[src/design/slc_map.vh]
// Constants of the strap latch and configuration block:
// register offsets, field positions, reset values and mode codes.
// Assumes inclusion by its bare name from the design files.
`ifndef SLC_MAP_VH
`define SLC_MAP_VH

// Register port widths
`define SLC_ADDR_W          4
`define SLC_DATA_W          16

// Register offsets
`define SLC_REG_STRAP       4'h0
`define SLC_REG_CTRL        4'h1
`define SLC_REG_STATUS      4'h2
`define SLC_REG_CLEAR       4'h3
`define SLC_REG_ENABLE      4'h4

// Strap register fields
`define SLC_ST_ADDR_LSB     0
`define SLC_ST_MODE_LSB     5
`define SLC_ST_BCAST        9
`define SLC_ST_REFCLK       10
`define SLC_ST_LAMP         11
`define SLC_ST_VALID        15

// Control register fields
`define SLC_CT_ADDR0_EN     0
`define SLC_CT_REFCLK_RX    1
`define SLC_CT_ROUTE_A      2
`define SLC_CT_ROUTE_B      3
`define SLC_CT_REFCLK_EN    4
`define SLC_CTRL_W          5

// Event bits of status, clear and enable
`define SLC_EV_WAKE         0
`define SLC_EV_ADDR0        1
`define SLC_EV_W            2

// Reset values and fixed upper management address bits
`define SLC_CTRL_RST        5'h00
`define SLC_EV_RST          2'h0
`define SLC_ADDR_HI         2'h0

// Device mode codes
`define SLC_MODE_MII        4'h1
`define SLC_MODE_NAND       4'h4
`define SLC_MODE_PDOWN      4'h7
`define SLC_MODE_MII_W1     4'h9
`define SLC_MODE_MII_W2     4'hb

`endif

[src/design/slc_strap_latch.v]
// Strap latch and configuration block of the transceiver: catches the
// board straps once after chip reset, serves them and a few controls to
// software, matches management addresses and drives wake and clock pins.
// Assumes all inputs synchronous to core_clk and straps stable at release.
//
// The register addresses and the address-and-strobe port were decided locally.
`timescale 1ns/100ps
`default_nettype none
`include "slc_map.vh"

module slc_strap_latch (
    // Clock and reset
    input  wire        core_clk,
    input  wire        nrst,

    // Board straps
    input  wire [2:0]  mgmt_addr_strap,
    input  wire        broadcast_addr_strap,
    input  wire [3:0]  mode_strap,
    input  wire        refclk_out_strap,
    input  wire        lamp_style_strap,

    // Register port
    input  wire [3:0]  reg_addr,
    input  wire [15:0] reg_wdata,
    input  wire        reg_wr,
    input  wire        reg_rd,
    output reg  [15:0] reg_rdata,

    // Management address check
    input  wire        mgmt_req_valid,
    input  wire [4:0]  mgmt_req_addr,
    output reg         mgmt_addr_hit,

    // Wake detector and lamp drivers from the core
    input  wire        wol_event,
    input  wire        lamp_a_in,
    input  wire        lamp_b_in,

    // Clock sources sampled as levels
    input  wire        refclk_local,
    input  wire        refclk_rx,

    // Pins
    output reg         lamp_out_a,
    output reg         lamp_out_b,
    output reg         wake_event_n,
    output reg         refclk_out_pin,

    // Configuration to the rest of the transceiver
    output reg  [4:0]  mgmt_addr,
    output reg  [3:0]  op_mode,
    output reg         lamp_individual,
    output reg         mode_mii,
    output reg         mode_nand_tree,
    output reg         mode_power_down,
    output reg         mode_reserved,
    output reg         straps_valid,

    // Interrupt
    output reg         irq
);

    // Latched straps
    reg                      captured;
    reg [2:0]                addr_lat;
    reg                      bcast_lat;
    reg [3:0]                mode_lat;
    reg                      refclk_lat;
    reg                      lamp_lat;

    // Software state
    reg [`SLC_CTRL_W-1:0]    ctrl;
    reg [`SLC_EV_W-1:0]      status;
    reg [`SLC_EV_W-1:0]      enable;

    // Combinational helpers
    reg [`SLC_EV_W-1:0]      events;
    reg [`SLC_EV_W-1:0]      next_status;
    reg [15:0]               next_rdata;
    reg                      hit_own;
    reg                      hit_zero;
    reg                      wake_a;
    reg                      wake_b;
    reg                      clk_src;

    // Next register values
    reg [`SLC_CTRL_W-1:0]    next_ctrl;
    reg [`SLC_EV_W-1:0]      next_enable;
    reg                      next_lamp_a;
    reg                      next_lamp_b;
    reg                      next_wake_n;
    reg                      next_refclk;
    reg                      next_mii;
    reg                      next_nand;
    reg                      next_pdown;
    reg                      next_reserved;

    wire [4:0] own_addr = {`SLC_ADDR_HI, addr_lat};

    // Same address compare used for own address and for address 0
    function addr_match;
        input [4:0] req;
        input [4:0] target;
        begin
            addr_match = (req == target);
        end
    endfunction

    // Interface modes, shared by the decode output and the reserved test
    function mode_is_mii;
        input [3:0] m;
        begin
            mode_is_mii = (m == `SLC_MODE_MII) || (m == `SLC_MODE_MII_W1) ||
                          (m == `SLC_MODE_MII_W2);
        end
    endfunction

    // Reserved and unlisted codes fall out as reserved
    function mode_is_reserved;
        input [3:0] m;
        begin
            mode_is_reserved = !(mode_is_mii(m) || m == `SLC_MODE_NAND ||
                                 m == `SLC_MODE_PDOWN);
        end
    endfunction

    // Straps are caught on the first edge after release. Catching them
    // from the reset branch itself would load port values under reset.
    always @(posedge core_clk or negedge nrst) begin
        if (!nrst) begin
            captured   <= 1'b0;
            addr_lat   <= 3'h0;
            bcast_lat  <= 1'b0;
            mode_lat   <= 4'h0;
            refclk_lat <= 1'b0;
            lamp_lat   <= 1'b0;
        end else if (!captured) begin
            captured   <= 1'b1;
            addr_lat   <= mgmt_addr_strap;
            bcast_lat  <= broadcast_addr_strap;
            mode_lat   <= mode_strap;
            refclk_lat <= refclk_out_strap;
            lamp_lat   <= lamp_style_strap;
        end
        // Nothing reloads until the next reset
    end

    // Management address match
    always @* begin
        hit_own  = addr_match(mgmt_req_addr, own_addr);
        hit_zero = addr_match(mgmt_req_addr, 5'h00) & ctrl[`SLC_CT_ADDR0_EN];
    end

    // Event sources and sticky status; a set in the clear cycle wins
    always @* begin
        events = {`SLC_EV_W{1'b0}};
        events[`SLC_EV_WAKE]  = captured & wol_event;
        events[`SLC_EV_ADDR0] = captured & mgmt_req_valid & hit_zero & ~hit_own;
        next_status = status;
        if (reg_wr && reg_addr == `SLC_REG_CLEAR) begin
            next_status = status & ~reg_wdata[`SLC_EV_W-1:0];
        end
        next_status = next_status | events;
    end

    // Control defaults come from the straps at capture
    always @* begin
        next_ctrl   = ctrl;
        next_enable = enable;
        if (!captured) begin
            // A write on the capture edge is lost to the defaults load
            next_ctrl                    = `SLC_CTRL_RST;
            next_ctrl[`SLC_CT_ADDR0_EN]  = ~broadcast_addr_strap;
            next_ctrl[`SLC_CT_REFCLK_EN] = refclk_out_strap;
            next_ctrl[`SLC_CT_ROUTE_A]   = (mode_strap == `SLC_MODE_MII_W1);
            next_ctrl[`SLC_CT_ROUTE_B]   = (mode_strap == `SLC_MODE_MII_W2);
        end else if (reg_wr && reg_addr == `SLC_REG_CTRL) begin
            next_ctrl = reg_wdata[`SLC_CTRL_W-1:0];
        end else if (reg_wr && reg_addr == `SLC_REG_ENABLE) begin
            next_enable = reg_wdata[`SLC_EV_W-1:0];
        end
    end

    // Control, enable and sticky status registers
    always @(posedge core_clk or negedge nrst) begin
        if (!nrst) begin
            ctrl   <= `SLC_CTRL_RST;
            enable <= `SLC_EV_RST;
            status <= `SLC_EV_RST;
        end else begin
            ctrl   <= next_ctrl;
            enable <= next_enable;
            status <= next_status;
        end
    end

    // Read mux; unmapped and write-only offsets read zero
    always @* begin
        next_rdata = 16'h0000;
        if (reg_addr == `SLC_REG_STRAP) begin
            next_rdata[`SLC_ST_ADDR_LSB+4:`SLC_ST_ADDR_LSB] = own_addr;
            next_rdata[`SLC_ST_MODE_LSB+3:`SLC_ST_MODE_LSB] = mode_lat;
            next_rdata[`SLC_ST_BCAST]  = bcast_lat;
            next_rdata[`SLC_ST_REFCLK] = refclk_lat;
            next_rdata[`SLC_ST_LAMP]   = lamp_lat;
            next_rdata[`SLC_ST_VALID]  = captured;
        end else if (reg_addr == `SLC_REG_CTRL) begin
            next_rdata[`SLC_CTRL_W-1:0] = ctrl;
        end else if (reg_addr == `SLC_REG_STATUS) begin
            next_rdata[`SLC_EV_W-1:0] = status;
        end else if (reg_addr == `SLC_REG_ENABLE) begin
            next_rdata[`SLC_EV_W-1:0] = enable;
        end
    end

    // Pin steering
    always @* begin
        wake_a  = ctrl[`SLC_CT_ROUTE_A] & status[`SLC_EV_WAKE];
        wake_b  = ctrl[`SLC_CT_ROUTE_B] & status[`SLC_EV_WAKE];
        clk_src = ctrl[`SLC_CT_REFCLK_RX] ? refclk_rx : refclk_local;
    end

    // Next pin levels. Pin A doubles as wake pin while route A is set, low while
    // a wake is pending; its lamp level is lost for as long as route A is set.
    always @* begin
        next_lamp_a = ctrl[`SLC_CT_ROUTE_A] ? ~wake_a : lamp_a_in;
        next_lamp_b = lamp_b_in;
        next_wake_n = ~wake_b;
        // Power-down also silences the clock output
        next_refclk = ctrl[`SLC_CT_REFCLK_EN] & ~mode_power_down & clk_src;
    end

    // Next mode decode; all quiet until the straps are in
    always @* begin
        next_mii      = captured & mode_is_mii(mode_lat);
        next_nand     = captured & (mode_lat == `SLC_MODE_NAND);
        next_pdown    = captured & (mode_lat == `SLC_MODE_PDOWN);
        next_reserved = captured & mode_is_reserved(mode_lat);
    end

    // Read data and management hit, both one-cycle pulses
    always @(posedge core_clk or negedge nrst) begin
        if (!nrst) begin
            reg_rdata     <= 16'h0000;
            mgmt_addr_hit <= 1'b0;
        end else begin
            reg_rdata     <= reg_rd ? next_rdata : 16'h0000;
            mgmt_addr_hit <= captured & mgmt_req_valid & (hit_own | hit_zero);
        end
    end

    // Pin registers. The clock pin is a resampled copy of the selected
    // source; a real part would gate it in a clock cell.
    always @(posedge core_clk or negedge nrst) begin
        if (!nrst) begin
            lamp_out_a     <= 1'b0;
            lamp_out_b     <= 1'b0;
            wake_event_n   <= 1'b1;
            refclk_out_pin <= 1'b0;
        end else begin
            lamp_out_a     <= next_lamp_a;
            lamp_out_b     <= next_lamp_b;
            wake_event_n   <= next_wake_n;
            refclk_out_pin <= next_refclk;
        end
    end

    // Latched configuration towards the transceiver
    always @(posedge core_clk or negedge nrst) begin
        if (!nrst) begin
            mgmt_addr       <= 5'h00;
            op_mode         <= 4'h0;
            lamp_individual <= 1'b0;
            straps_valid    <= 1'b0;
        end else begin
            mgmt_addr       <= own_addr;
            op_mode         <= mode_lat;
            lamp_individual <= lamp_lat;
            straps_valid    <= captured;
        end
    end

    // Mode decode levels
    always @(posedge core_clk or negedge nrst) begin
        if (!nrst) begin
            mode_mii        <= 1'b0;
            mode_nand_tree  <= 1'b0;
            mode_power_down <= 1'b0;
            mode_reserved   <= 1'b0;
        end else begin
            mode_mii        <= next_mii;
            mode_nand_tree  <= next_nand;
            mode_power_down <= next_pdown;
            mode_reserved   <= next_reserved;
        end
    end

    // Interrupt level; next status so irq rises with the status bit
    always @(posedge core_clk or negedge nrst) begin
        if (!nrst) begin
            irq <= 1'b0;
        end else begin
            irq <= |(next_status & enable);
        end
    end

endmodule
`default_nettype wire

[config.mk]
export PLATFORM = sky130hd
export DESIGN_NAME = slc_strap_latch
export DESIGN_NICKNAME = d
export VERILOG_FILES = /design/src/design/slc_strap_latch.v
export VERILOG_INCLUDE_DIRS = /design/src /design/src/design
export SDC_FILE = /design/constraint.sdc
export NUM_CORES = 1
export LEC_CHECK = 0
export ABC_AREA = 1
export BUFFER_PORTS_ARGS = -buffer_cell sky130_fd_sc_hd__buf_2
export CORE_ASPECT_RATIO = 1.75
export CORE_MARGIN = 4
export CORE_UTILIZATION = 43
export DETAILED_ROUTE_END_ITERATION = 12
export PLACE_DENSITY = 0.86
export SYNTH_ARGS = -nofsm -noshare
export SYNTH_HDL_FRONTEND = slang
export SYNTH_SLANG_ARGS = --single-unit
[constraint.sdc]
create_clock -name core_clk -period 1 [get_ports core_clk]
set_input_delay 0.15 -clock core_clk [delete_from_list [all_inputs] [get_ports core_clk]]
set_output_delay 0.15 -clock core_clk [all_outputs]
set_load 0.03 [all_outputs]
Word level (Yosys, flattened, before mapping)
Cells that the tools add are included.
Cells by class
  equality and inequality tests: 13
  muxes and demuxes: 13
  bitwise gates (word level): 25
  reduce and logical (&&, ||, !) cells: 12
Operators with widths (number)
  $eq A4 B4 Y1 const B: 4
  $mux W16: 1
  $mux W5: 3
  $and A1 B1 Y1: 14
  $eq A4 B3 Y1 const B: 3
  $eq A4 B1 Y1 const B: 2
  $eq A4 B2 Y1 const B: 2
  $mux W2: 4
  $mux W7: 1
  $not A1 Y1: 6
  $eq A5 B3 Y1: 1
  $logic_not A5 Y1: 1
  $and A2 B2 Y2: 2
  $logic_not A4 Y1: 1
  $logic_or A1 B1 Y1: 4
  $logic_and A1 B1 Y1: 3
  $mux W1: 3
  $mux W3: 1
  $reduce_and A3 Y1: 1
  $ne A2 B1 Y1 const B: 1
  $not A2 Y2: 1
  $or A2 B2 Y2: 1
  $reduce_or A2 Y1: 1
  $logic_not A1 Y1: 1
  $or A1 B1 Y1: 1
Word-level totals
  bits in registers: 55
  input port bits: 45
  output and inout bits: 37
  logic and storage cells: 87

Longest topological paths before layout
Gate-level depths: netlist of the first run.
  depth after elaboration: 7
  gate-level depth with buffers: 9
  gate-level depth less buffers: 9

Least setup slack after synthesis of the first run
Ideal clock, no wire load.
  kind: register to register
  from: register captured
  to: register ctrl[3]
  setup time: 83 ps
  data arrival time: 881 ps
  required time: 917 ps
  path slack: 37 ps
  cell stages (with the launch flop): 6
  path buffers: 0
  period minus slack after synthesis: 963 ps
  cells stage by stage: dfrtp_1 > inv_1 > nand4_1 > o21ai_0 > nand2_1 > o21ai_0
Between the ends
  longest elaborated chain between the ends: 1
  elaborated cells on any way between the ends: 2
  those cells by class: eq/ne: 1; mux: 1
RTL lines
  start, declared: line slc_strap_latch.v:65  | reg captured;
  start signal, assigned: line slc_strap_latch.v:132  | captured <= 1'b0;
  start signal, assigned: line slc_strap_latch.v:139  | captured <= 1'b1;
  $ne A2 B1 Y1 (no source line) or $mux W5 (tied branches)
  end signal, assigned: line slc_strap_latch.v:188  | ctrl <= `SLC_CTRL_RST;
  end signal, assigned: line slc_strap_latch.v:192  | ctrl <= next_ctrl;
  end, declared: line slc_strap_latch.v:73  | reg [`SLC_CTRL_W-1:0] ctrl;
Parallel ways exist; a longest one is shown, timed or not.
A chain may end at the register's enable or synchronous reset.

Worst setup path in the final report of the first run
  from: register wake_event_n
  to: output port wake_event_n
RTL lines
  start, declared: line slc_strap_latch.v:47  | output reg wake_event_n,
  start signal, assigned: line slc_strap_latch.v:264  | wake_event_n <= next_wake_n;
No word-level cell between the ends.

==> results of run 1 <==
-- worst register-to-register path, delay by kind of cell (launching register included) --
| family | cells | cell delay [ps] |
|---|---|---|
| AND/OR/NAND/NOR | 8 | 510 |
| flip-flops | 1 | 420 |
| buffers and inverters | 1 | 50 |
-- path summary, 6_finish.rpt --
path	from	end	slack, ps
setup / recovery	wake_event_n$_DFF_PN1_	wake_event_n	-110
hold / removal	mgmt_addr_strap[2]	addr_lat[2]$_DFFE_PN0N_	60
setup reg to reg	addr_lat[1]$_DFFE_PN0N_	irq$_DFF_PN0_	-70
hold reg to reg	lamp_lat$_DFFE_PN0N_	lamp_individual$_DFF_PN0_	380
max in group asynchronous	nrst	wake_event_n$_DFF_PN1_	300
min in group asynchronous	nrst	reg_rdata[4]$_DFF_PN0_	210
-- Yosys cell counts (all sizes together) --
master,instances
a21oi,1
nand4,5
inv,30
o22ai,1
nand3,7
o21ai,25
nand2,55
dfstp,1
nor4,1
conb,2
buf,8
o211ai,1
dfrtp,51
nor2,30
-- per-layer routing --
| layer | vias to the layer above | global-route usage | wire length, um |
|---|---|---|---|
| li1 | 842 | - | - |
| met1 | 788 | 0.181 | 1600 |
| met2 | 59 | 0.322 | 2750 |
| met3 | 8 | 0.0351 | 257 |
| met4 | 0 | 0.0717 | 114 |
| met5 | - | 0 | 0 |
-- power by group through the flow --
stage,logic [mW],clock network (mW),registers [mW]
CTS,0.773,1.24,2.33
floorplan,0.248,0,2.50
global placement,0.680,0,2.36
global route,0.906,1.34,2.36
finish,0.824,1.21,2.34
detailed placement,0.699,0,2.36
-- final cells by class --
type | count | area share
sequential | 52 | 0.445
timing repair buffer | 86 | 0.250
multi-input combinational | 132 | 0.212
inverter | 30 | 0.0385
clock buffer | 7 | 0.0295
tap | 52 | 0.0222
clock inverter | 1 | 0.00256
-- stage by stage --
step / instances / TNS [ps] / util
after floorplan: 222 / 0 / -
after global placement: 346 / -235 / 0.548
after detailed placement: 346 / -628 / 0.548
after CTS: 360 / -378 / 0.599
after global routing: 360 / -1040 / 0.628
final: 360 / -274 / 0.628
-- logic make-up after synthesis --
group                  count (synthesis)
other                                  2
AO/OA/AOI/OAI                         28
AND/OR/NAND/NOR                       98
flip-flops                            52
buffers and inverters                 38
-- repair_timing --
action	CTS	global route
gates cloned	1	0
pin swaps	2	8
hold buffers	2	0
endpoints found under the hold margin	52	0
setup endpoints to repair	17	55
gates resized for setup	32	71
setup buffers	3	2
-- flip-flops by register name (all words and copies together) (netlist names), 2 cells and up --
register and cells:
op_mode 4, ctrl 5, status 2, enable 2, mode_is_mii.m 4, reg_rdata 13
mgmt_addr 3, addr_lat 3
==> impl_metrics.ini, run 1 <==
[critical_path]
crit_type = register to primary output
cpMaxStageDelayCell = dfstp_2
cp_top_family = flip-flops
path_max_fanout = 1
path_buf_inv = 1
cp.arrival_ps = 960
r2r_cells = 9
crit_required_ps = 850
cp_slowest_stage_delay_ps = 540
critPathCaptureType = primary output
cp.depth = 1
worstSetupStartpointType = register
cp_cell_sequence = buf_6

[clock_network]
cts.sinks = 52
clockBufferDepth = 2
numCtsBuffers = 5
cts-root-buf = clkbuf_8
worstSkewPairLatency_ps = 300
cts_tree = built
cts-htree-levels = 2
cts.clk_slew.worst_paths_ps = 90

[sta]
finalCritPeriodShare = 1.11
clock.fmax_ghz = 0.899
min_period_ps = 1110
finalHoldViolCount = 0
drv_slew = 0
skew_ps = 6.30
setup_viol = 5
rsz0062_at_grt = true
worst_slack_ps = -113
fin_hold_ws_ps = 60.9

[synthesis]
synth_top_area_frac = 0.620
synth_top_area_cell = dfrtp_1
synth_area_leaders = dfrtp_1 62%, nand2_1 9.7%, inv_1 5.3%
synth_fa_ha_area_frac = 0
yosys-mux-area-fraction = 0
ys_seq_area_frac = 0.633
synth-compound-area-share = 0.0718
synth_seq_cells = 52
postSynthAreaPerCell_um2 = 9.44
synthSimpleGateAreaFrac = 0.210
synth_top_family_by_area = simple AND/OR/NAND/NOR gates
synth_cells = 218
ys_types = 23
netlist_area_mm2 = 0.00206
synth_xor_area_frac = 0
yosys_warnings = 0

[power_and_ir_drop]
p_seq_frac = 0.535
power.density_mw_per_mm2 = 1490
p_leak_nw = 1.57
switching_share = 0.277
total_power_mw = 4.37
switchingPower_mw = 1.21
clkPwrFrac = 0.277
vdd_drop_max_mv = 1.29
p_comb_frac = 0.188
internal-power_mw = 3.16

[final_layout]
n_antenna_cell = 0
seqCellArea_mm2 = 0.00130
multi_input_area_um2 = 619
syn_to_final_growth_pct = 42.3
drive_gt1_frac = 0.367
fin_nets = 352
final_cell_mix = 50 x nand2_1, 50 x dfrtp_1, 34 x buf_2
nFillCells = 384
stdcell_area_mm2 = 0.00293

[route]
wire_per_inst_um = 13.1
antenna_left = 0
route.detailed.drc = 0
drt_iter0_markers = 45
drt_first_pass_iters = 4
wl_mm = 4.72
vias_per_cell = 4.71
num_vias = 1697

[die]
dieArea_mm2 = 0.00600
io_pins = 82
start_util = 0.441
die_w_um = 60.3
placementRows = 33
die_h_um = 99.5
coreArea_mm2 = 0.00467

[placement]
dpl.hpwl_mm = 3.53
placed_area_mm2 = 0.00256
port_buffers = 65
post-place-ws_ps = -95.1
gp_congestion = 0.923

[min_path]
min_path_type = input port to register
hold_depth = 3

[run_status]
status = finished with violations
violations = negative setup slack

[global_routing]
grt-ovfl-total = 0
grt_pass1_vias = 1785
grt_util_all_layers = 0.174
grt_pass1_wl_mm = 7.77
antenna_found_initial = 0
grt_start_max_net_pins = 35

[run]
cap_violations = 0
Note: power is estimated with default switching activity, not from simulation.
==> run 2, diff against run 1 <==
--- a/config.mk
+++ b/config.mk
@@ -10,9 +10,9 @@
 export BUFFER_PORTS_ARGS = -buffer_cell sky130_fd_sc_hd__buf_2
 export CORE_ASPECT_RATIO = 1.75
 export CORE_MARGIN = 4
-export CORE_UTILIZATION = 43
+export CORE_UTILIZATION = 47
 export DETAILED_ROUTE_END_ITERATION = 12
-export PLACE_DENSITY = 0.86
+export PLACE_DENSITY = 0.89
 export SYNTH_ARGS = -nofsm -noshare
 export SYNTH_HDL_FRONTEND = slang
 export SYNTH_SLANG_ARGS = --single-unit
==> constraint.sdc (replaced) <==
create_clock -name core_clk -period 1.25 [get_ports core_clk]
set_input_delay 0.1875 -clock core_clk [delete_from_list [all_inputs] [get_ports core_clk]]
set_output_delay 0.1875 -clock core_clk [all_outputs]
set_load 0.03 [all_outputs]
==> run 2 against run 1 <==
  * The flow now finishes without violations
  * Core utilization shrank 1.5 points
  * Via count shrank 1.9%
  * Combinational power shrank 37%
  * Critical path depth is the same
  * Register-to-register slack gained 220 ps
  * Die area shrank 7.6%
  * Sequential share of layout area grew 6.2 points
  * Flip-flop and latch count is the same
  * First-iteration DRC count grew 13%
  * Setup slack gained 170 ps
  * Critical path type unchanged
==> impl_metrics.ini, run 2 (same netlist as run 1, synthesis figures left out) <==
[power_and_ir_drop]
power.density_mw_per_mm2 = 1300
vdd_drop_max_mv = 0.915
switchingPower_uw = 929
p_seq_frac = 0.557
p_comb_frac = 0.155
clkPwrFrac = 0.288
p_leak_nw = 1.44
internal-power_mw = 2.41
switching_share = 0.278

[placement]
gp_congestion = 0.890
dpl.hpwl_mm = 3.47
placed_area_mm2 = 0.00245
port_buffers = 65

[critical_path]
crit_required_ps = 1060
path_buf_inv = 1
cp.arrival_ps = 1000
timing.reg2reg.setup_slack_ps = 150
worstSetupStartpointType = register
r2r_end = irq$_DFF_PN0_
crit_type = register to primary output
r2r_cells = 9
cp.depth = 1
cpMaxStageDelayCell = dfstp_2
crit_start = wake_event_n$_DFF_PN1_
setup.worst_path.end = wake_event_n
reg2reg_from = addr_lat[0]$_DFFE_PN0N_
cp_top_family = flip-flops
path_max_fanout = 1
cp_slowest_stage_delay_ps = 520
critPathCaptureType = primary output
cp_cell_sequence = buf_2

[sta]
skew_ps = 6.35
finalHoldViolCount = 0
clock.fmax_ghz = 0.840
rsz0062_at_grt = false
drv_slew = 0
finalSetupTns_ps = 0
finalCritPeriodShare = 0.952
setup_viol = 0
min_period_ps = 1190

[final_layout]
reg_top3 = reg_rdata x13, ctrl x5
stdcell_area_mm2 = 0.00257
seqCellArea_mm2 = 0.00130
layout_commonest_cell = buf_2
syn_to_final_growth_pct = 24.8
regMostFlops = reg_rdata
fin_nets = 338
final_cell_mix = 65 x buf_2, 53 x nand2_1, 51 x dfrtp_1
drive_gt1_frac = 0.299
multi_input_area_um2 = 602
nFillCells = 365
n_antenna_cell = 0
largest_register_ffs = 13

[die]
dieArea_mm2 = 0.00554
die_w_um = 58.0
die_h_um = 95.5
io_pins = 82
placementRows = 31
coreArea_mm2 = 0.00419
start_util = 0.491

[route]
drt_iter0_markers = 51
wire_per_inst_um = 12.7
num_vias = 1664
route.detailed.drc = 0
drt_first_pass_iters = 5
wl_mm = 4.34
antenna_left = 0
vias_per_cell = 4.85

[global_routing]
grt_pass1_wl_mm = 7.36
grt-ovfl-total = 0
grt_util_all_layers = 0.177
grt_pass1_vias = 1709
grt_start_max_net_pins = 39
antenna_found_initial = 0

[min_path]
hold_depth = 3
min_path_type = input port to register

[run]
cap_violations = 0

[run_status]
status = complete, no violations

[clock_network]
cts-htree-levels = 2
cts.sinks = 52
clockBufferDepth = 2
numCtsBuffers = 5
worstSkewPairLatency_ps = 300
cts_tree = built
post_cts_buffers = 0
cts.clk_slew.worst_paths_ps = 90
cts-root-buf = clkbuf_8
-- run 2: cell types whose count changed in the layout (fill, tap and decap cells not counted), sizes merged --
cell / delta
bufbuf: -1
buf: -13
-- run 2: worst min path at each step --
stage	endpoint	start	slack, ps
2_1_floorplan	addr_lat[0]$_DFFE_PN0N_	nrst	-110
3_3_place_gp	lamp_out_b$_DFF_PN0_	nrst	110
3_5_place_dp	lamp_out_b$_DFF_PN0_	nrst	110
4_1_cts	lamp_out_a$_DFF_PN0_	lamp_a_in	100
5_1_grt	status[0]$_DFF_PN0_	wol_event	110
6_report	lamp_lat$_DFFE_PN0N_	lamp_style_strap	100
-- run 2: routing by layer --
metal  wire length, um  global-route usage  part of all wire  up-vias
met5                 0                   0                 0        -
met3               316              0.0420             0.073        8
met1              1480               0.183              0.34      779
met4                89              0.0793             0.021        0
li1                  -                   -                 -      812
met2              2450               0.329              0.56       65
-- run 2: area by class of cell --
| class | instances | area share |
|---|---|---|
| sequential | 52 | 0.507 |
| multi-input combinational | 132 | 0.234 |
| timing repair buffer | 72 | 0.154 |
| inverter | 30 | 0.0439 |
| clock buffer | 7 | 0.0336 |
| tap | 49 | 0.0239 |
| clock inverter | 1 | 0.00292 |
-- run 2: power groups by stage --
stage | Combinational [mW] | Clock (mW) | Sequential (mW)
after floorplan | 0.199 | 0 | 2.00
after global placement | 0.503 | 0 | 1.89
after detailed placement | 0.517 | 0 | 1.89
after CTS | 0.524 | 0.983 | 1.86
after global routing | 0.578 | 1.07 | 1.88
final | 0.517 | 0.963 | 1.86
-- run 2: per-stage QoR --
step                hold slack (ps)  worst slack [ps]  power (mW)  utilization  instances
finish                          101              59.9        3.34        0.613        343
floorplan                      -108               287        2.20            -        222
detailed placement              111               101        2.41        0.586        333
CTS                            95.7              55.5        3.37        0.613        343
global placement                108               157        2.39        0.586        333
global route                    114              2.26        3.52        0.613        343
-- run 2: what timing repair did --
action | CTS | global route
hold buffers | 2 | 0
hold endpoints to repair | 14 | 0
gates resized for setup | 0 | 0
==> run 3, diff against run 2 <==
--- a/config.mk
+++ b/config.mk
@@ -6,7 +6,7 @@
 export SDC_FILE = /design/constraint.sdc
 export NUM_CORES = 1
 export LEC_CHECK = 0
-export ABC_AREA = 1
+export ABC_AREA = 0
 export BUFFER_PORTS_ARGS = -buffer_cell sky130_fd_sc_hd__buf_2
 export CORE_ASPECT_RATIO = 1.75
 export CORE_MARGIN = 4
==> run 3 against run 2 <==
  * Clock skew down 3.7 ps
  * Sequential power about the same
  * Flip-flop and latch count unchanged
  * First-iteration DRC count down 57%
  * Power rose by 6.7%
  * Critical path depth is 3 higher
  * Worst hold slack worse by 13 ps
  * Area after synthesis down 0.55%
  * Highest routed layer unchanged
==> impl_metrics.ini, run 3 <==
[route]
vias_per_cell = 5.17
wire_per_inst_um = 14.8
num_vias = 1480
drt_iter0_markers = 22
route.detailed.drc = 0
antenna_left = 0
drt_first_pass_iters = 4
wl_mm = 4.24

[final_layout]
regMostFlops = reg_rdata
nFillCells = 329
layout_commonest_cell = buf_2
fin_nets = 281
fin_cells = 286
multi_input_area_um2 = 693
reg_top3 = reg_rdata x13, ctrl x5
largest_register_ffs = 13
syn_to_final_growth_pct = 29.2
n_antenna_cell = 0
stdcell_area_mm2 = 0.00264
seqCellArea_mm2 = 0.00130
drive_gt1_frac = 0.443
final_cell_mix = 65 x buf_2, 51 x dfrtp_1, 13 x buf_4

[min_path]
worstHoldEndpoint = ctrl[0]$_DFFE_PN0N_
hold_start = broadcast_addr_strap
hold_depth = 2
min_path_type = input port to register

[critical_path]
worstSetupStartpointType = register
crit_start = addr_lat[0]$_DFFE_PN0N_
r2r_end = irq$_DFF_PN0_
cpMaxStageDelayCell = dfrtp_1
critPathCaptureType = register
cp_cell_sequence = xnor2_1 > nand4_1 > a32o_1 > a22o_1
crit_required_ps = 1450
cp_slowest_stage_delay_ps = 390
timing.reg2reg.setup_slack_ps = 8
cp.arrival_ps = 1440
reg2reg_from = addr_lat[0]$_DFFE_PN0N_
r2r_cells = 4
path_max_fanout = 2
crit_type = register to register

[power_and_ir_drop]
vdd_drop_max_mv = 0.975
p_leak_nw = 1.37
total_power_mw = 3.56
power.density_mw_per_mm2 = 1350

[synthesis]
ys_seq_area_frac = 0.637
synth_cells = 154
synth_xor_area_frac = 0.0128
synth_seq_cells = 52
ys_types = 37
synth-compound-area-share = 0.0771
yosysMostFrequentCell = dfrtp_1
synth_top_family_by_area = simple AND/OR/NAND/NOR gates
synthSimpleGateAreaFrac = 0.144
synthTopCellsByCount = 51 x dfrtp_1, 10 x and3_1, 10 x mux2_2
ys.flop_type = dfrtp_1
synth_area_leaders = dfrtp_1 62%, mux2_2 5.5%, and3_1 3.1%
synth_top_area_frac = 0.624
synth_top_area_cell = dfrtp_1
synth_edf_count = 0
yosys_warnings = 0
ys_async_sr_fraction = 1.00
postSynthAreaPerCell_um2 = 13.3
netlist_area_mm2 = 0.00205
synth_fa_ha_area_frac = 0
yosys-mux-area-fraction = 0.0905

[die]
die_h_um = 95.3
coreArea_mm2 = 0.00419
dieArea_mm2 = 0.00551
die_w_um = 57.9
placementRows = 31
start_util = 0.488
io_pins = 82

[clock_network]
cts.sinks = 52
cts_tree = built
clockBufferDepth = 2
cts.clk_slew.worst_paths_ps = 90
cts-root-buf = clkbuf_8
worstSkewPairLatency_ps = 300
cts-htree-levels = 2
numCtsBuffers = 5

[placement]
place_inst = 275
placed_area_mm2 = 0.00250
dpl.hpwl_mm = 3.25
gp_congestion = 0.789
port_buffers = 65

[sta]
min_period_ps = 1240
finalSetupTns_ps = 0
drv_slew = 0
finalHoldViolCount = 0
setup_viol = 0
skew_ps = 2.60
clock.fmax_ghz = 0.805
finalCritPeriodShare = 0.994
rsz0062_at_grt = true

[global_routing]
grt_start_max_net_pins = 53
grt_pass1_vias = 1494
grt_util_all_layers = 0.165
antenna_found_initial = 0
grt_pass1_wl_mm = 6.93
grt-ovfl-total = 0

[run]
cap_violations = 0

[run_status]
status = complete, no violations
[run 3: changes by cell type after synthesis, sizes merged, moves of 5 or more]
cell and delta:
mux2i +5, inv -27, nand3 -6, nor2 -23, and3 +10, nand2 -47
mux2 +12, o21ai -19
[run 3: logic make-up (layout without fill, tap and decap cells)]
| group | count (synthesis) | after routing |
|---|---|---|
| other cells | 2 | 6 |
| simple gates | 47 | 47 |
| compound gates | 20 | 20 |
| flops | 52 | 52 |
| mux | 17 | 17 |
| xor+xnor | 3 | 3 |
| buf+inv | 13 | 92 |
[run 3: worst max-delay path by stage]
stage / slack (ps) / to / cells past startpoint
4_1_cts: -6 / irq$_DFF_PN0_ / 4
5_1_grt: -80 / irq$_DFF_PN0_ / 4
6_report: 8 / irq$_DFF_PN0_ / 4
3_5_place_dp: -20 / irq$_DFF_PN0_ / 4
2_1_floorplan: 30 / addr_lat[0]$_DFFE_PN0N_ / 3
3_3_place_gp: 30 / irq$_DFF_PN0_ / 4
[run 3: area by class of cell]
type	count	share of cell area
multi-input combinational	93	0.262
clock buffer	5	0.0260
clock inverter	3	0.0161
inverter	3	0.00426
tap	49	0.0232
sequential	52	0.493
timing repair buffer	81	0.175
[run 3: worst max-delay path: cells and delay by family, from the launching register on]
| kind | cells | cell delay, ps |
|---|---|---|
| AOI/OAI and AO/OA | 2 | 440 |
| DFF | 1 | 390 |
| xor gates and xnor gates | 1 | 160 |
| and+or+nand+nor | 1 | 150 |
[run 3: power by group]
part           total [mW]  switching (mW)  internal, mW
Clock                1.12           0.529         0.592
Sequential           1.88          0.0741          1.80
Combinational       0.564           0.333         0.231
Total                3.56           0.936          2.63
[run 3: through the flow]
step	hold slack [ps]	setup slack, ps	util
after floorplan	-108	33.6	-
after global placement	190	28.2	0.596
after detailed placement	197	-17.5	0.596
after CTS	87.6	-5.63	0.628
after global routing	99.5	-75.2	0.631
final	88.5	8.05	0.631
[run 3: per-layer routing]
metal | track usage | share of wire | up-vias
met3 | 0.0366 | 0.070 | 8
met2 | 0.292 | 0.56 | 57
li1 | - | - | 700
met5 | 0 | 0 | -
met1 | 0.183 | 0.36 | 715
met4 | 0.0793 | 0.018 | 0
[run 3: what timing repair did]
| action | 4_1_cts | 5_1_grt |
|---|---|---|
| buffers inserted | 0 | 1 |
| pin swaps | 2 | 2 |
| endpoints found under the hold margin | 52 | 0 |
| endpoints found under the setup margin | 1 | 3 |
| hold buffers | 2 | 0 |
| resized for setup | 0 | 1 |
